`config.mk`:
```
export PLATFORM = sky130hd
export DESIGN_NAME = external_irq_noise_filter
export DESIGN_NICKNAME = d
export VERILOG_FILES = /design/src/hw/ext_irq_pkg.sv /design/src/hw/external_irq_noise_filter.sv
export VERILOG_INCLUDE_DIRS = /design/src /design/src/hw
export SDC_FILE = /design/constraint.sdc
export NUM_CORES = 1
export LEC_CHECK = 0
export ABC_AREA = 1
export BUFFER_PORTS_ARGS = -buffer_cell sky130_fd_sc_hd__buf_2
export CAP_MARGIN = 30
export CORE_AREA = 2 2 87 89
export CTS_CLUSTER_DIAMETER = 200
export DETAILED_ROUTE_END_ITERATION = 12
export DIE_AREA = 0 0 89 91
export PLACE_DENSITY = 0.81
export SLEW_MARGIN = 0
export SYNTH_ARGS = -nofsm -noshare
export SYNTH_HDL_FRONTEND = slang
export SYNTH_SLANG_ARGS = --single-unit
export TNS_END_PERCENT = 100
```
`constraint.sdc`:
```
create_clock -name ref_clk -period 5.31 [get_ports ref_clk]
set_input_delay 1.062 -clock ref_clk [delete_from_list [all_inputs] [get_ports ref_clk]]
set_output_delay 1.062 -clock ref_clk [all_outputs]
set_load 0.05 [all_outputs]
```
`src/hw/ext_irq_defs.svh`:
```
// Constants for the external interrupt noise filter block
`ifndef EXT_IRQ_DEFS_SVH
`define EXT_IRQ_DEFS_SVH
`define CTRL_ADDR          6'h37
`define CTRL_RESET         8'h00
`define CTRL_WMASK         8'hce
`define BIT_B_LENGTH       7
`define BIT_A_FUNCTION     6
`define BIT_D_EDGE         3
`define BIT_C_EDGE         2
`define BIT_B_EDGE         1
`define PIN_COUNT          5
`define CNT_W              8
// Filter acceptance times, in periods of the high frequency clock
`define ACCEPT_AE_FC       7
`define ACCEPT_B_SHORT_FC  49
`define ACCEPT_B_LONG_FC   193
`define ACCEPT_CD_FC       25
// Acceptance in slow modes, in tenths of a low frequency period
`define ACCEPT_SLOW_FS_X10 35
`define SLOW_TICKS         (`ACCEPT_SLOW_FS_X10 / 10)
// Low frequency period, in high frequency periods (20 MHz / 32.768 kHz)
`define FS_DIV             10'd610
`define FS_DIV_W           10
`endif

```
`src/hw/ext_irq_pkg.sv`:
```
// Types shared by the external interrupt noise filter block
package ext_irq_pkg;
    typedef logic [7:0] ctrl_t;
    typedef logic [4:0] pin_vec_t;
    typedef logic [7:0] count_t;
endpackage

```
`src/hw/external_irq_noise_filter.sv`:
```
// External interrupt pins: noise filters, edge select, request latches
`timescale 1ns/1ps
`include "ext_irq_defs.svh"

// What this block does
// - Five external request pins, each with its own digital noise filter.
// - Pins b, c, d have selectable edge; pins a and e use falling edges.
// - After reset the shared pin a works as a port, not interrupt input.
// - With pin a function bit clear, its falling edge never sets its latch.
// - Normal modes: pins a, e reject under 2 fc, accept 7 fc or more.
// - Normal modes: pin b rejects under 15 or 63 fc, accepts 49 or 193.
// - Normal modes: pins c, d reject under 7 fc, accept 25 fc or more.
// - Slow and sleep modes: all filters reject under 1 fs, accept 3.5 fs.
// - Clean edge sets latch within acceptance time plus 6 fs.
// - Pin d request needs master enable, its enable, and pin source selected.
// - Control bit 7 picks pin b filter: 0 long, 1 short.
// - Control bit 6: 0 port use, 1 interrupt use of shared pin.
// - Control bits 3, 2, 1 pick edges of d, c, b: 0 rising, 1 falling.
// - New pin b filter length acts within 26 fc of the write.
// - Shared pin driven as output may raise spurious requests; mask first.
// - Control register at 37h resets to zero; bits 5, 4, 0 unused.
// - A latch holds until accepted, reset, or cleared by software.
module external_irq_noise_filter (
    input  wire logic              ref_clk,
    input  wire logic              reset_n,
    input  wire logic              slow_mode,
    input  wire logic              ext_irq_pin_a,
    input  wire logic              ext_irq_pin_b,
    input  wire logic              ext_irq_pin_c,
    input  wire logic              ext_irq_pin_d,
    input  wire logic              ext_irq_pin_e,
    input  wire logic [5:0]        sfr_addr,
    input  wire logic              sfr_wr,
    input  wire logic              sfr_rd,
    input  wire ext_irq_pkg::ctrl_t sfr_wdata,
    input  wire logic              master_irq_enable,
    input  wire logic              pin_a_irq_enable,
    input  wire logic              pin_b_irq_enable,
    input  wire logic              pin_c_irq_enable,
    input  wire logic              pin_d_irq_enable,
    input  wire logic              pin_e_irq_enable,
    input  wire logic              latch14_source_select,
    input  wire ext_irq_pkg::pin_vec_t irq_accept,
    input  wire logic              latch_clear_wr,
    input  wire ext_irq_pkg::pin_vec_t latch_clear_data,
    output ext_irq_pkg::ctrl_t     sfr_rdata,
    output ext_irq_pkg::pin_vec_t  request_latch,
    output ext_irq_pkg::pin_vec_t  irq_request,
    output logic                   pin_a_function_select
);
    import ext_irq_pkg::*;

    logic                  rst_meta_r;
    logic                  rst_sync_r;
    ctrl_t                 ctrl_r;
    ctrl_t                 rdata_r;
    logic [`FS_DIV_W-1:0]  fs_div_r;
    logic                  fs_tick;
    logic                  tick;
    pin_vec_t              pins;
    pin_vec_t              filt_r;
    pin_vec_t              prev_r;
    pin_vec_t              edge_hit;
    pin_vec_t              latch_r;
    pin_vec_t              latch_nxt;
    pin_vec_t              enables;
    pin_vec_t              falling_sel;
    count_t                cnt_r [`PIN_COUNT];
    count_t                lim   [`PIN_COUNT];
    logic                  pin_b_filter_length;
    logic                  pin_b_edge_select;
    logic                  pin_c_edge_select;
    logic                  pin_d_edge_select;
    logic                  ctrl_wr;

    // Reset release through two flops
    always_ff @(posedge ref_clk or negedge reset_n) begin
        if (!reset_n) begin
            rst_meta_r <= 1'b0;
            rst_sync_r <= 1'b0;
        end else begin
            rst_meta_r <= 1'b1;
            rst_sync_r <= rst_meta_r;
        end
    end

    assign ctrl_wr = sfr_wr && (sfr_addr == `CTRL_ADDR);

    // Control register
    always_ff @(posedge ref_clk or negedge rst_sync_r) begin
        if (!rst_sync_r) begin
            ctrl_r <= `CTRL_RESET;
        end else if (ctrl_wr) begin
            ctrl_r <= sfr_wdata & `CTRL_WMASK;
        end
    end

    assign pin_b_filter_length   = ctrl_r[`BIT_B_LENGTH];
    assign pin_a_function_select = ctrl_r[`BIT_A_FUNCTION];
    assign pin_d_edge_select     = ctrl_r[`BIT_D_EDGE];
    assign pin_c_edge_select     = ctrl_r[`BIT_C_EDGE];
    assign pin_b_edge_select     = ctrl_r[`BIT_B_EDGE];

    // Read data, unused bits read zero
    always_ff @(posedge ref_clk or negedge rst_sync_r) begin
        if (!rst_sync_r) begin
            rdata_r <= 8'h00;
        end else if (sfr_rd) begin
            rdata_r <= (sfr_addr == `CTRL_ADDR) ? ctrl_r : 8'h00;
        end
    end
    assign sfr_rdata = rdata_r;

    // Low frequency sampling enable
    always_ff @(posedge ref_clk or negedge rst_sync_r) begin
        if (!rst_sync_r) begin
            fs_div_r <= '0;
        end else if (fs_div_r == `FS_DIV - 10'd1) begin
            fs_div_r <= '0;
        end else begin
            fs_div_r <= fs_div_r + 10'd1;
        end
    end
    assign fs_tick = (fs_div_r == `FS_DIV - 10'd1);
    assign tick    = slow_mode ? fs_tick : 1'b1;

    assign pins = {ext_irq_pin_e, ext_irq_pin_d, ext_irq_pin_c,
                   ext_irq_pin_b, ext_irq_pin_a};

    // Pins a and e always falling; b, c, d as selected
    assign falling_sel = {1'b1, pin_d_edge_select, pin_c_edge_select,
                          pin_b_edge_select, 1'b1};

    // Acceptance counts; bit change acts on the next sample
    always_comb begin
        if (slow_mode) begin
            for (int k = 0; k < `PIN_COUNT; k++) begin
                lim[k] = count_t'(`SLOW_TICKS);
            end
        end else begin
            lim[0] = count_t'(`ACCEPT_AE_FC);
            lim[1] = pin_b_filter_length ? count_t'(`ACCEPT_B_SHORT_FC)
                                         : count_t'(`ACCEPT_B_LONG_FC);
            lim[2] = count_t'(`ACCEPT_CD_FC);
            lim[3] = count_t'(`ACCEPT_CD_FC);
            lim[4] = count_t'(`ACCEPT_AE_FC);
        end
    end

    // One sampled counter filter per pin
    genvar g;
    generate
        for (g = 0; g < `PIN_COUNT; g++) begin : gen_filter
            always_ff @(posedge ref_clk or negedge rst_sync_r) begin
                if (!rst_sync_r) begin
                    cnt_r[g]  <= '0;
                    filt_r[g] <= 1'b1;
                    prev_r[g] <= 1'b1;
                end else begin
                    prev_r[g] <= filt_r[g];
                    if (tick) begin
                        if (pins[g] == filt_r[g]) begin
                            cnt_r[g] <= '0;
                        end else if (cnt_r[g] + 8'd1 >= lim[g]) begin
                            cnt_r[g]  <= '0;
                            filt_r[g] <= pins[g];
                        end else begin
                            cnt_r[g] <= cnt_r[g] + 8'd1;
                        end
                    end
                end
            end
            assign edge_hit[g] = falling_sel[g] ? (prev_r[g] & ~filt_r[g])
                                                : (~prev_r[g] & filt_r[g]);
        end
    endgenerate

    // Request latches: a new edge wins over a clear in the same cycle
    always_comb begin
        latch_nxt = latch_r & ~irq_accept;
        if (latch_clear_wr) begin
            latch_nxt = latch_nxt & latch_clear_data;
        end
        latch_nxt = latch_nxt | (edge_hit & {4'hf, pin_a_function_select});
    end

    always_ff @(posedge ref_clk or negedge rst_sync_r) begin
        if (!rst_sync_r) begin
            latch_r <= '0;
        end else begin
            latch_r <= latch_nxt;
        end
    end
    assign request_latch = latch_r;

    // Masking also covers spurious port-driven edges on the shared pin
    assign enables = {pin_e_irq_enable, pin_d_irq_enable & ~latch14_source_select,
                      pin_c_irq_enable, pin_b_irq_enable,
                      pin_a_irq_enable & pin_a_function_select};
    assign irq_request = latch_r & enables & {`PIN_COUNT{master_irq_enable}};

    a_ctrl_write: assert property (@(posedge ref_clk) disable iff (!rst_sync_r)
        ctrl_wr |=> ctrl_r == ($past(sfr_wdata) & `CTRL_WMASK))
        else $error("control register write not stored");

    a_port_reset: assert property (@(posedge ref_clk)
        $rose(rst_sync_r) |-> !pin_a_function_select && ctrl_r == `CTRL_RESET)
        else $error("control register not cleared by reset");

    a_pin_a_gate: assert property (@(posedge ref_clk) disable iff (!rst_sync_r)
        !pin_a_function_select |=> !$rose(latch_r[0]) || $past(pin_a_function_select))
        else $error("pin a latch set in port mode");

    a_latch_hold: assert property (@(posedge ref_clk) disable iff (!rst_sync_r)
        latch_r[2] && !irq_accept[2] && !(latch_clear_wr && !latch_clear_data[2])
        |=> latch_r[2])
        else $error("pin c latch dropped without clear");

    a_edge_latch: assert property (@(posedge ref_clk) disable iff (!rst_sync_r)
        prev_r[4] && !filt_r[4] |=> latch_r[4])
        else $error("pin e filtered edge did not set latch");

    a_short_reject: assert property (@(posedge ref_clk) disable iff (!rst_sync_r)
        !slow_mode && pins[4] == filt_r[4] ##1 pins[4] != filt_r[4] ##1 pins[4] == filt_r[4]
        |-> $stable(filt_r[4]))
        else $error("pin e one cycle pulse passed filter");

    a_cd_count: assert property (@(posedge ref_clk) disable iff (!rst_sync_r)
        !slow_mode && !$past(slow_mode) |-> cnt_r[2] < count_t'(`ACCEPT_CD_FC))
        else $error("pin c counter past acceptance");

    a_b_length: assert property (@(posedge ref_clk) disable iff (!rst_sync_r)
        !slow_mode && !$past(slow_mode) && !pin_b_filter_length && !$past(pin_b_filter_length)
        && tick && pins[1] != filt_r[1] && cnt_r[1] == count_t'(`ACCEPT_B_SHORT_FC - 1)
        |=> filt_r[1] != pins[1] || cnt_r[1] == count_t'(`ACCEPT_B_SHORT_FC)
        || cnt_r[1] == '0)
        else $error("pin b long filter accepted too early");

    a_slow_limit: assert property (@(posedge ref_clk) disable iff (!rst_sync_r)
        slow_mode |-> lim[0] == count_t'(`SLOW_TICKS) && lim[1] == count_t'(`SLOW_TICKS)
        && lim[3] == count_t'(`SLOW_TICKS))
        else $error("slow mode acceptance count wrong");

    a_d_request: assert property (@(posedge ref_clk) disable iff (!rst_sync_r)
        irq_request[3] |-> master_irq_enable && pin_d_irq_enable && !latch14_source_select
        && latch_r[3])
        else $error("pin d request without enables");

    // Register read port
    a_read_ctrl: assert property (@(posedge ref_clk) disable iff (!rst_sync_r)
        sfr_rd && sfr_addr == `CTRL_ADDR |=> sfr_rdata == $past(ctrl_r))
        else $error("control register read data wrong");

    a_read_other: assert property (@(posedge ref_clk) disable iff (!rst_sync_r)
        sfr_rd && sfr_addr != `CTRL_ADDR |=> sfr_rdata == 8'h00)
        else $error("other address read not zero");

    // Filter lengths and sampling
    a_long_select: assert property (@(posedge ref_clk) disable iff (!rst_sync_r)
        !slow_mode && !pin_b_filter_length |-> lim[1] == count_t'(`ACCEPT_B_LONG_FC))
        else $error("pin b long filter not selected");

    a_pin_b_short: assert property (@(posedge ref_clk) disable iff (!rst_sync_r)
        !slow_mode && pin_b_filter_length && tick && pins[1] != filt_r[1]
        && cnt_r[1] == count_t'(`ACCEPT_B_SHORT_FC - 1) |=> filt_r[1] == $past(pins[1]))
        else $error("pin b short filter did not accept");

    a_pin_e_hold: assert property (@(posedge ref_clk) disable iff (!rst_sync_r)
        !slow_mode && tick && pins[4] != filt_r[4]
        && cnt_r[4] < count_t'(`ACCEPT_AE_FC - 1) |=> filt_r[4] == $past(filt_r[4]))
        else $error("pin e filter flipped before acceptance");

    a_pin_a_accept: assert property (@(posedge ref_clk) disable iff (!rst_sync_r)
        !slow_mode && tick && pins[0] != filt_r[0]
        && cnt_r[0] == count_t'(`ACCEPT_AE_FC - 1) |=> filt_r[0] == $past(pins[0]))
        else $error("pin a filter did not accept");

    a_slow_sample: assert property (@(posedge ref_clk) disable iff (!rst_sync_r)
        slow_mode && !fs_tick |=> filt_r == $past(filt_r))
        else $error("filter moved between slow samples");

    // Edge selection and latches
    a_rise_only: assert property (@(posedge ref_clk) disable iff (!rst_sync_r)
        !pin_c_edge_select && prev_r[2] && !filt_r[2] && !latch_r[2] |=> !latch_r[2])
        else $error("pin c falling edge set latch in rising mode");

    a_rise_latch: assert property (@(posedge ref_clk) disable iff (!rst_sync_r)
        !pin_c_edge_select && !prev_r[2] && filt_r[2] |=> latch_r[2])
        else $error("pin c rising edge did not set latch");

    a_pin_d_fall: assert property (@(posedge ref_clk) disable iff (!rst_sync_r)
        pin_d_edge_select && prev_r[3] && !filt_r[3] |=> latch_r[3])
        else $error("pin d falling edge did not set latch");

    a_pin_a_latch: assert property (@(posedge ref_clk) disable iff (!rst_sync_r)
        pin_a_function_select && prev_r[0] && !filt_r[0] |=> latch_r[0])
        else $error("pin a falling edge did not set latch");

    a_accept_clear: assert property (@(posedge ref_clk) disable iff (!rst_sync_r)
        irq_accept[2] && !edge_hit[2] |=> !latch_r[2])
        else $error("pin c latch not cleared by accept");

    a_clear_write: assert property (@(posedge ref_clk) disable iff (!rst_sync_r)
        latch_clear_wr && !latch_clear_data[3] && !edge_hit[3] |=> !latch_r[3])
        else $error("pin d latch not cleared by write");

    a_master_gate: assert property (@(posedge ref_clk) disable iff (!rst_sync_r)
        !master_irq_enable |-> irq_request == 5'h00)
        else $error("request raised with master enable clear");
endmodule

```
# Word level (Yosys, flattened, before mapping)
# Index checks and enable logic that the tools add are counted.
# W data, S select, Z words.
[totals] ff_bits=80 input_bits=42 word_cells=95
[op_classes] add_sub_neg=6 order_cmp=5 eq_ne=7 muxes=19 n_bitwise=31 n_reduce_logical=6
[op_table] op="$mux W8" n=12
[op_table] op="$add A8 B1 Y8 const B" n=5
[op_table] op="$mux W35" n=1
[op_table] op="$ge A8 B8 Y1" n=4
[op_table] op="$and A5 B5 Y5" n=5
[op_table] op="$reduce_and A3 Y1" n=5
[op_table] op="$not A1 Y1" n=14
[op_table] op="$add A10 B1 Y10 const B" n=1
[op_table] op="$and A1 B1 Y1" n=10
[op_table] op="$eq A10 B10 Y1 const B" n=1
[op_table] op="$mux W10" n=1
[op_table] op="$ge A8 B3 Y1" n=1
[op_table] op="$eq A6 B6 Y1 const B" n=1
[op_table] op="$eq A1 B1 Y1" n=5
[op_table] op="$mux W5" n=1
[op_table] op="$not A5 Y5" n=1
[op_table] op="$or A5 B5 Y5" n=1
[op_table] op="$mux W1" n=4
[op_table] op="$logic_and A1 B1 Y1" n=1

# Logic depth before layout (Yosys ltp)
# Gate-level depths: netlist of run 1.
[depth] word_depth=5 ltp_mapped=13 mapped_depth_nobuf=13

# Least setup slack after synthesis of run 1
# OpenSTA, ideal clock, no wires.
[synth_timing] path_kind="input to output" start="input master_irq_enable" end="output irq_request[3]" t_arrival_ns=2.276 required_ns=4.248 slack_ns=1.972 stages=2 path_buffers=0 path_cell_list="nand2_1 nor3b_1"
[synth_via] elab_chain_cells=1
[synth_rtl] item="start: declaration" line_no="external_irq_noise_filter.sv:36" text="input wire logic master_irq_enable,"
[synth_rtl] item="$and A5 B5 Y5" line_no="external_irq_noise_filter.sv:200" text="assign irq_request = latch_r & enables & {`PIN_COUNT{master_irq_enable}};"
[synth_rtl] item="end: declaration" line_no="external_irq_noise_filter.sv:48" text="output ext_irq_pkg::pin_vec_t irq_request,"
# Every way passes these cells.

# Final worst setup path of run 1
# Ends and elaborated chain as after synthesis.

==> flow_metrics.py, run 1 <==
metrics = {
    "finish": {
        "area_delta_synth_final_pct": 12.5,
        "antenna_cells": 0,
        "drive_gt1_frac": 0.188,
        "layout_common_cells": "nand2_1 (125), inv_1 (68), dfrtp_1 (66), nor2_1 (55), buf_2 (54)",
        "nets": 625,
        "nFillCells": 597,
        "layout_commonest_cell": "nand2_1",
    },
    "detailed_routing": {
        "routed_via_density": 5.17,
        "drt-pass1-iter-count": 4,
        "routed_wl_mm": 8.26,
        "drc_errors": 0,
        "detail_route.iter0.violations": 190,
        "postRouteAntennaNets": 0,
        "vias": 3456,
        "wl_per_cell_um": 12.4,
    },
    "timing": {
        "setup_viol": 0,
        "hold_viol": 0,
        "tns_ns": 0,
        "rsz0062_at_grt": "no",
        "worst_slew_pin_slew_ns": 0.900,
        "slew-limit-headroom": 0.400,
        "fmax_mhz": 360,
        "min_period_over_period": 0.524,
        "clock_skew_ns": 0.00729,
        "worst_slack_ns": 2.53,
        "period_minus_slack_ns": 2.78,
        "slew_violations": 0,
    },
    "critical_path": {
        "cp_data_required_time_ns": 4.25,
        "cp-start-kind": "input pin",
        "path_class": "in2out",
        "worst-path-max-fanout": 3,
        "arrival_ns": 1.72,
        "crit_path_top_delay_cell": "buf_2",
        "path_buf_inv": 2,
        "path_cells": "buf_2 -> nand2_1 -> nor3b_1 -> buf_2",
        "cp-end-kind": "output pin",
        "crit_top_cell": "buf_2",
        "slowest_delay_ns": 0.29,
        "critPathTopFamily": "buffers and inverters",
    },
    "grt": {
        "grt_usage": 0.221,
        "antenna_found_initial": 0,
        "grt_max_degree": 76,
        "overflow": 0,
        "grt_pass1_wl_mm": 14.0,
        "grt_pass1_vias": 3306,
    },
    "hold_path": {
        "hp-class": "reg2reg",
    },
    "flow_run": {
        "cap_violations": 0,
    },
    "status": {
        "status": "complete, no violations",
    },
    "floorplan": {
        "pin_count": 61,
        "die_w_um": 89,
        "core_area_sq_um": 7140,
        "die_area_sq_um": 8100,
        "row_count": 31,
        "start_util": 0.583,
        "die_y_um": 91,
    },
    "pwr": {
        "power_leakage_nw": 2.45,
        "p_per_area_nw_per_um2": 373,
        "max-vdd-ir-drop_uv": 161,
    },
    "yosys": {
        "syn_area_sq_um": 4160,
        "synth.avg_cell_area_sq_um": 8.25,
        "seq_area_frac_synth": 0.466,
        "netlist_instances": 504,
        "yosys_register_bits": 77,
        "ys_types": 39,
        "synth_warnings": 0,
    },
    "cts": {
        "cts_resized": 0,
        "cts.path.max_buffers": 2,
        "cts_sinks": 77,
        "cts_tree": "yes",
        "post_cts_buffers": 0,
        "hold_buffers": 0,
        "cts_buffers": 9,
        "cts-root-buf": "clkbuf_8",
        "path_clk_slew_ns": 0.08,
        "cts-htree-levels": 3,
        "worstSkewPairLatency_ns": 0.36,
    },
    "place": {
        "port_buffers": 54,
        "routabilityCongestion": 0.858,
        "dp_slack_ns": 2.42,
        "dp_hpwl_mm": 5.93,
    },
}
==> metrics by stage <==
stage / utilization / area [sq um] / std cells / total power (W) / hold slack (ns)
detailed placement: 0.631 / 4500 / 652 / 0.00135 / 0.345
finish: 0.656 / 4680 / 668 / 0.00175 / 0.357
floorplan: - / 4170 / 506 / 0.00122 / 0.331
global route: 0.656 / 4680 / 668 / 0.00188 / 0.366
CTS: 0.656 / 4680 / 668 / 0.00176 / 0.362
global placement: 0.631 / 4500 / 652 / 0.00132 / 0.333
==> cells by family after synthesis <==
family	Yosys count	synth area share
simple gates	256	0.280
xor+xnor	18	0.0379
fa+ha+maj	19	0.0572
flops	77	0.466
compound gates	52	0.0758
other cells	2	0.00181
buf+inv	80	0.0809
==> power by group <==
| group | switching [W] | internal (W) |
|---|---|---|
| clock network | 0.000212 | 0.000193 |
| registers | 0.000106 | 0.000718 |
| logic | 0.000341 | 0.000178 |
==> per-layer routing <==
layer | wire length [um] | global-route usage | up-vias
met2 | 4000 | 0.369 | 83
met4 | 138 | 0.0896 | 0
met3 | 393 | 0.0573 | 12
met1 | 3720 | 0.268 | 1628
met5 | 0 | 0 | -
li1 | - | - | 1733
==> cell usage after synthesis (all sizes together) <==
cell	instances	area (sq um)
nor2	65	284
nor3	3	15.0
nor3b	4	30.0
clkinv	1	3.75
o32ai	1	8.76
nand2	132	518
o221ai	3	26.3
xor2	11	96.3
ha	19	238
a21boi	1	18.8
and3	1	6.26
nand3	23	130
o21ai	27	135
o211ai	1	7.51
conb	2	7.51
a21oi	8	40.0
o31ai	5	37.5
o21bai	2	15.0
a31oi	1	6.26
nand4	26	169
a21o	1	7.51
o22ai	2	12.5
dfrtp	67	1680
buf	8	66.3
or2	1	6.26
dfstp	10	263
xnor2	7	61.3
inv	71	267
nor4	1	6.26
==> state kept, by name, indices dropped and copies added, names as in the netlist <==
name           cells
filt_r             5
fs_div_r          10
rst_sync_r         1
request_latch      5
ctrl_r             5
sfr_rdata          5
rst_meta_r         1
prev_r             5
cnt_r             40
==> final timing paths <==
path | from | to | slack [ns] | cells after the start
min in group asynchronous | reset_n | rst_sync_r$_DFF_PN0_ | 0.47 | 1
max in group asynchronous | rst_sync_r$_DFF_PN0_ | cnt_r[24]$_DFFE_PN0N_ | 4.25 | 1
setup / recovery | master_irq_enable | irq_request[3] | 2.53 | 4
setup reg to reg | cnt_r[26]$_DFFE_PN0N_ | filt_r[1]$_DFFE_PN1P_ | 2.98 | 12
hold reg to reg | rst_meta_r$_DFF_PN0_ | rst_sync_r$_DFF_PN0_ | 0.36 | 0
hold / removal | rst_meta_r$_DFF_PN0_ | rst_sync_r$_DFF_PN0_ | 0.36 | 0
==> final cells by class <==
class,instances,area (sq um),area share
Sequential cell,77,1940,0.415
Multi-Input combinational cell,349,1890,0.404
Timing Repair Buffer,55,278,0.0593
Inverter,72,270,0.0577
Clock buffer,12,155,0.0331
Tap cell,99,124,0.0265
Clock inverter,4,22.5,0.00481
Note: power is estimated with default switching activity, not from simulation.
==> inputs of run 2 (changes only) <==
--- a/config.mk
+++ b/config.mk
@@ -9,11 +9,11 @@
 export ABC_AREA = 1
 export BUFFER_PORTS_ARGS = -buffer_cell sky130_fd_sc_hd__buf_2
 export CAP_MARGIN = 30
-export CORE_AREA = 2 2 87 89
+export CORE_AREA = 2 2 93 95
 export CTS_CLUSTER_DIAMETER = 200
 export DETAILED_ROUTE_END_ITERATION = 12
-export DIE_AREA = 0 0 89 91
-export PLACE_DENSITY = 0.81
+export DIE_AREA = 0 0 95 97
+export PLACE_DENSITY = 0.75
 export SLEW_MARGIN = 0
 export SYNTH_ARGS = -nofsm -noshare
 export SYNTH_HDL_FRONTEND = slang
==> constraint.sdc (replaced) <==
create_clock -name ref_clk -period 2.3 [get_ports ref_clk]
set_input_delay 0.46 -clock ref_clk [delete_from_list [all_inputs] [get_ports ref_clk]]
set_output_delay 0.46 -clock ref_clk [all_outputs]
set_load 0.05 [all_outputs]
==> run 2 against run 1 <==
Final cell count rose by 2.1%. Clock power grew to 2.5 times the previous value. Sequential share of layout area down 1.4 points. Critical endpoint is now cnt_r[24]$_DFFE_PN0N_. Non-clock buffer count is 8 higher. Worst setup slack worse by 2.5 ns.
==> flow_metrics.py, run 2 (synthesized netlist as in run 1, its figures left out) <==
metrics = {
    "detailed_routing": {
        "postRouteAntennaNets": 0,
        "routed_via_density": 5.06,
        "detail_route.iter0.violations": 131,
        "wl_per_cell_um": 12.5,
        "drc_errors": 0,
        "vias": 3454,
        "drt-pass1-iter-count": 5,
        "routed_wl_mm": 8.50,
    },
    "timing": {
        "setup_viol": 0,
        "slew_violations": 0,
        "fmax_mhz": 447,
        "worst_slack_ns": 0.0624,
        "rsz0062_at_grt": "yes",
        "clock_skew_ns": 0.00851,
        "tns_ns": 0,
        "min_period_over_period": 0.973,
        "hold_viol": 0,
        "period_minus_slack_ns": 2.24,
    },
    "floorplan": {
        "die_area_sq_um": 9220,
        "start_util": 0.511,
        "pin_count": 61,
        "die_y_um": 97,
        "core_area_sq_um": 8130,
        "die_w_um": 95,
        "row_count": 33,
    },
    "critical_path": {
        "rr_endpoint": "cnt_r[24]$_DFFE_PN0N_",
        "rr_startpoint": "cnt_r[26]$_DFFE_PN0N_",
        "path_class": "reg2reg",
        "arrival_ns": 2.53,
        "cp-start-kind": "flip-flop",
        "cp_data_required_time_ns": 2.59,
        "reg2reg_depth": 11,
        "worst-path-max-fanout": 8,
        "r2r_slack_ns": 0.06,
        "cp-end-kind": "flip-flop",
    },
    "finish": {
        "nets": 633,
        "nFillCells": 685,
        "largest_reg_flops": 40,
        "regArea_sq_um": 1940,
        "multiInputGateArea_sq_um": 1960,
        "area_delta_synth_final_pct": 16.5,
        "drive_gt1_frac": 0.211,
        "antenna_cells": 0,
        "layout_commonest_cell": "nand2_1",
        "final_area_sq_um": 4850,
        "top_register": "cnt_r",
        "reg_top3": "cnt_r x40, fs_div_r x10",
        "layout_common_cells": "nand2_1 (122), inv_1 (68), dfrtp_1 (66), buf_2 (54), nor2_1 (53)",
    },
    "pwr": {
        "max-vdd-ir-drop_uv": 312,
        "totalPowerFinal_w": 0.00417,
        "power_leakage_nw": 2.52,
        "p_per_area_nw_per_um2": 861,
    },
    "place": {
        "dp_hpwl_mm": 6.15,
        "port_buffers": 54,
        "place_area_sq_um": 4570,
        "dp_slack_ns": 0.0684,
        "routabilityCongestion": 0.852,
    },
    "grt": {
        "grt_pass1_wl_mm": 14.3,
        "antenna_found_initial": 0,
        "grt_usage": 0.196,
        "overflow": 0,
        "grt_max_degree": 43,
        "grt_pass1_vias": 3367,
    },
    "cts": {
        "cts_buffers": 9,
        "cts.path.max_buffers": 2,
        "cts_tree": "yes",
        "cts-htree-levels": 3,
        "path_clk_slew_ns": 0.08,
        "worstSkewPairLatency_ns": 0.36,
        "cts-root-buf": "clkbuf_8",
        "cts_sinks": 77,
    },
    "status": {
        "status": "complete, no violations",
    },
    "flow_run": {
        "cap_violations": 0,
    },
    "hold_path": {
        "hp-class": "reg2async",
    },
}
## run 2: changes by cell type in the layout (fill, tap and decap cells not counted), moves of 3 or more
cell and change:
buf_4 +6, clkbuf_1 +3, clkinv_2 -3, nand2_1 -3, nand2_2 +3
## run 2: worst max path at each step
stage | startpoint | to | slack (ns) | cells past startpoint
2_1_floorplan | rst_sync_r$_DFF_PN0_ | cnt_r[0]$_DFFE_PN0N_ | 0.01 | 0
3_3_place_gp | cnt_r[25]$_DFFE_PN0N_ | cnt_r[29]$_DFFE_PN0N_ | 0.17 | 10
3_5_place_dp | cnt_r[25]$_DFFE_PN0N_ | cnt_r[27]$_DFFE_PN0N_ | 0.07 | 10
4_1_cts | cnt_r[25]$_DFFE_PN0N_ | cnt_r[30]$_DFFE_PN0N_ | 0.02 | 10
5_1_grt | cnt_r[26]$_DFFE_PN0N_ | cnt_r[24]$_DFFE_PN0N_ | -0.09 | 11
6_report | cnt_r[26]$_DFFE_PN0N_ | cnt_r[24]$_DFFE_PN0N_ | 0.06 | 11
## run 2: power by group
group / internal, W / leakage, nW / switching [W]
Clock: 0.000563 / 0.0979 / 0.000464
Combinational: 0.000433 / 1.43 / 0.000806
Sequential: 0.00166 / 0.992 / 0.000249
Total: 0.00265 / 2.52 / 0.00152
## run 2: per-layer routing
metal  wire length (um)  global-route usage  share of wire
met1               3790               0.236           0.45
met2               4140               0.331           0.49
met3                429              0.0483          0.050
met4                142              0.0803          0.017
met5                  0                   0              0
## run 2: metrics by stage
step	std cells	utilization	hold WS (ns)
after floorplan	506	-	0.164
after CTS	681	0.588	0.212
after global placement	664	0.562	0.202
after global routing	682	0.596	0.236
after detailed placement	664	0.562	0.204
final	682	0.596	0.198
## run 2: area by class of cell
cell class                      instances  area share
Timing Repair Buffer                   63      0.0728
Sequential cell                        77       0.400
Multi-Input combinational cell        349       0.403
Clock inverter                          1     0.00620
Tap cell                              105      0.0271
Inverter                               72      0.0558
Clock buffer                           15      0.0343
## run 2: repair_timing
item / CTS / global route
endpoints found under the setup margin: 0 / 9
hold buffers: 1 / 0
resized for setup: 0 / 12
hold endpoints to repair: 2 / 0
setup buffers: 0 / 1
## run 2: worst max-delay path: stages, from the launching register on
cell and delay, ns:
dfrtp_1 0.44, nand2_2 0.11, nor2_4 0.14, nand4_1 0.16, xnor2_2 0.23, ha_1 0.29
nand2_2 0.10, nor2_1 0.07, nor2_2 0.14, a21boi_4 0.30, nand4_1 0.13, nand2_1 0.09
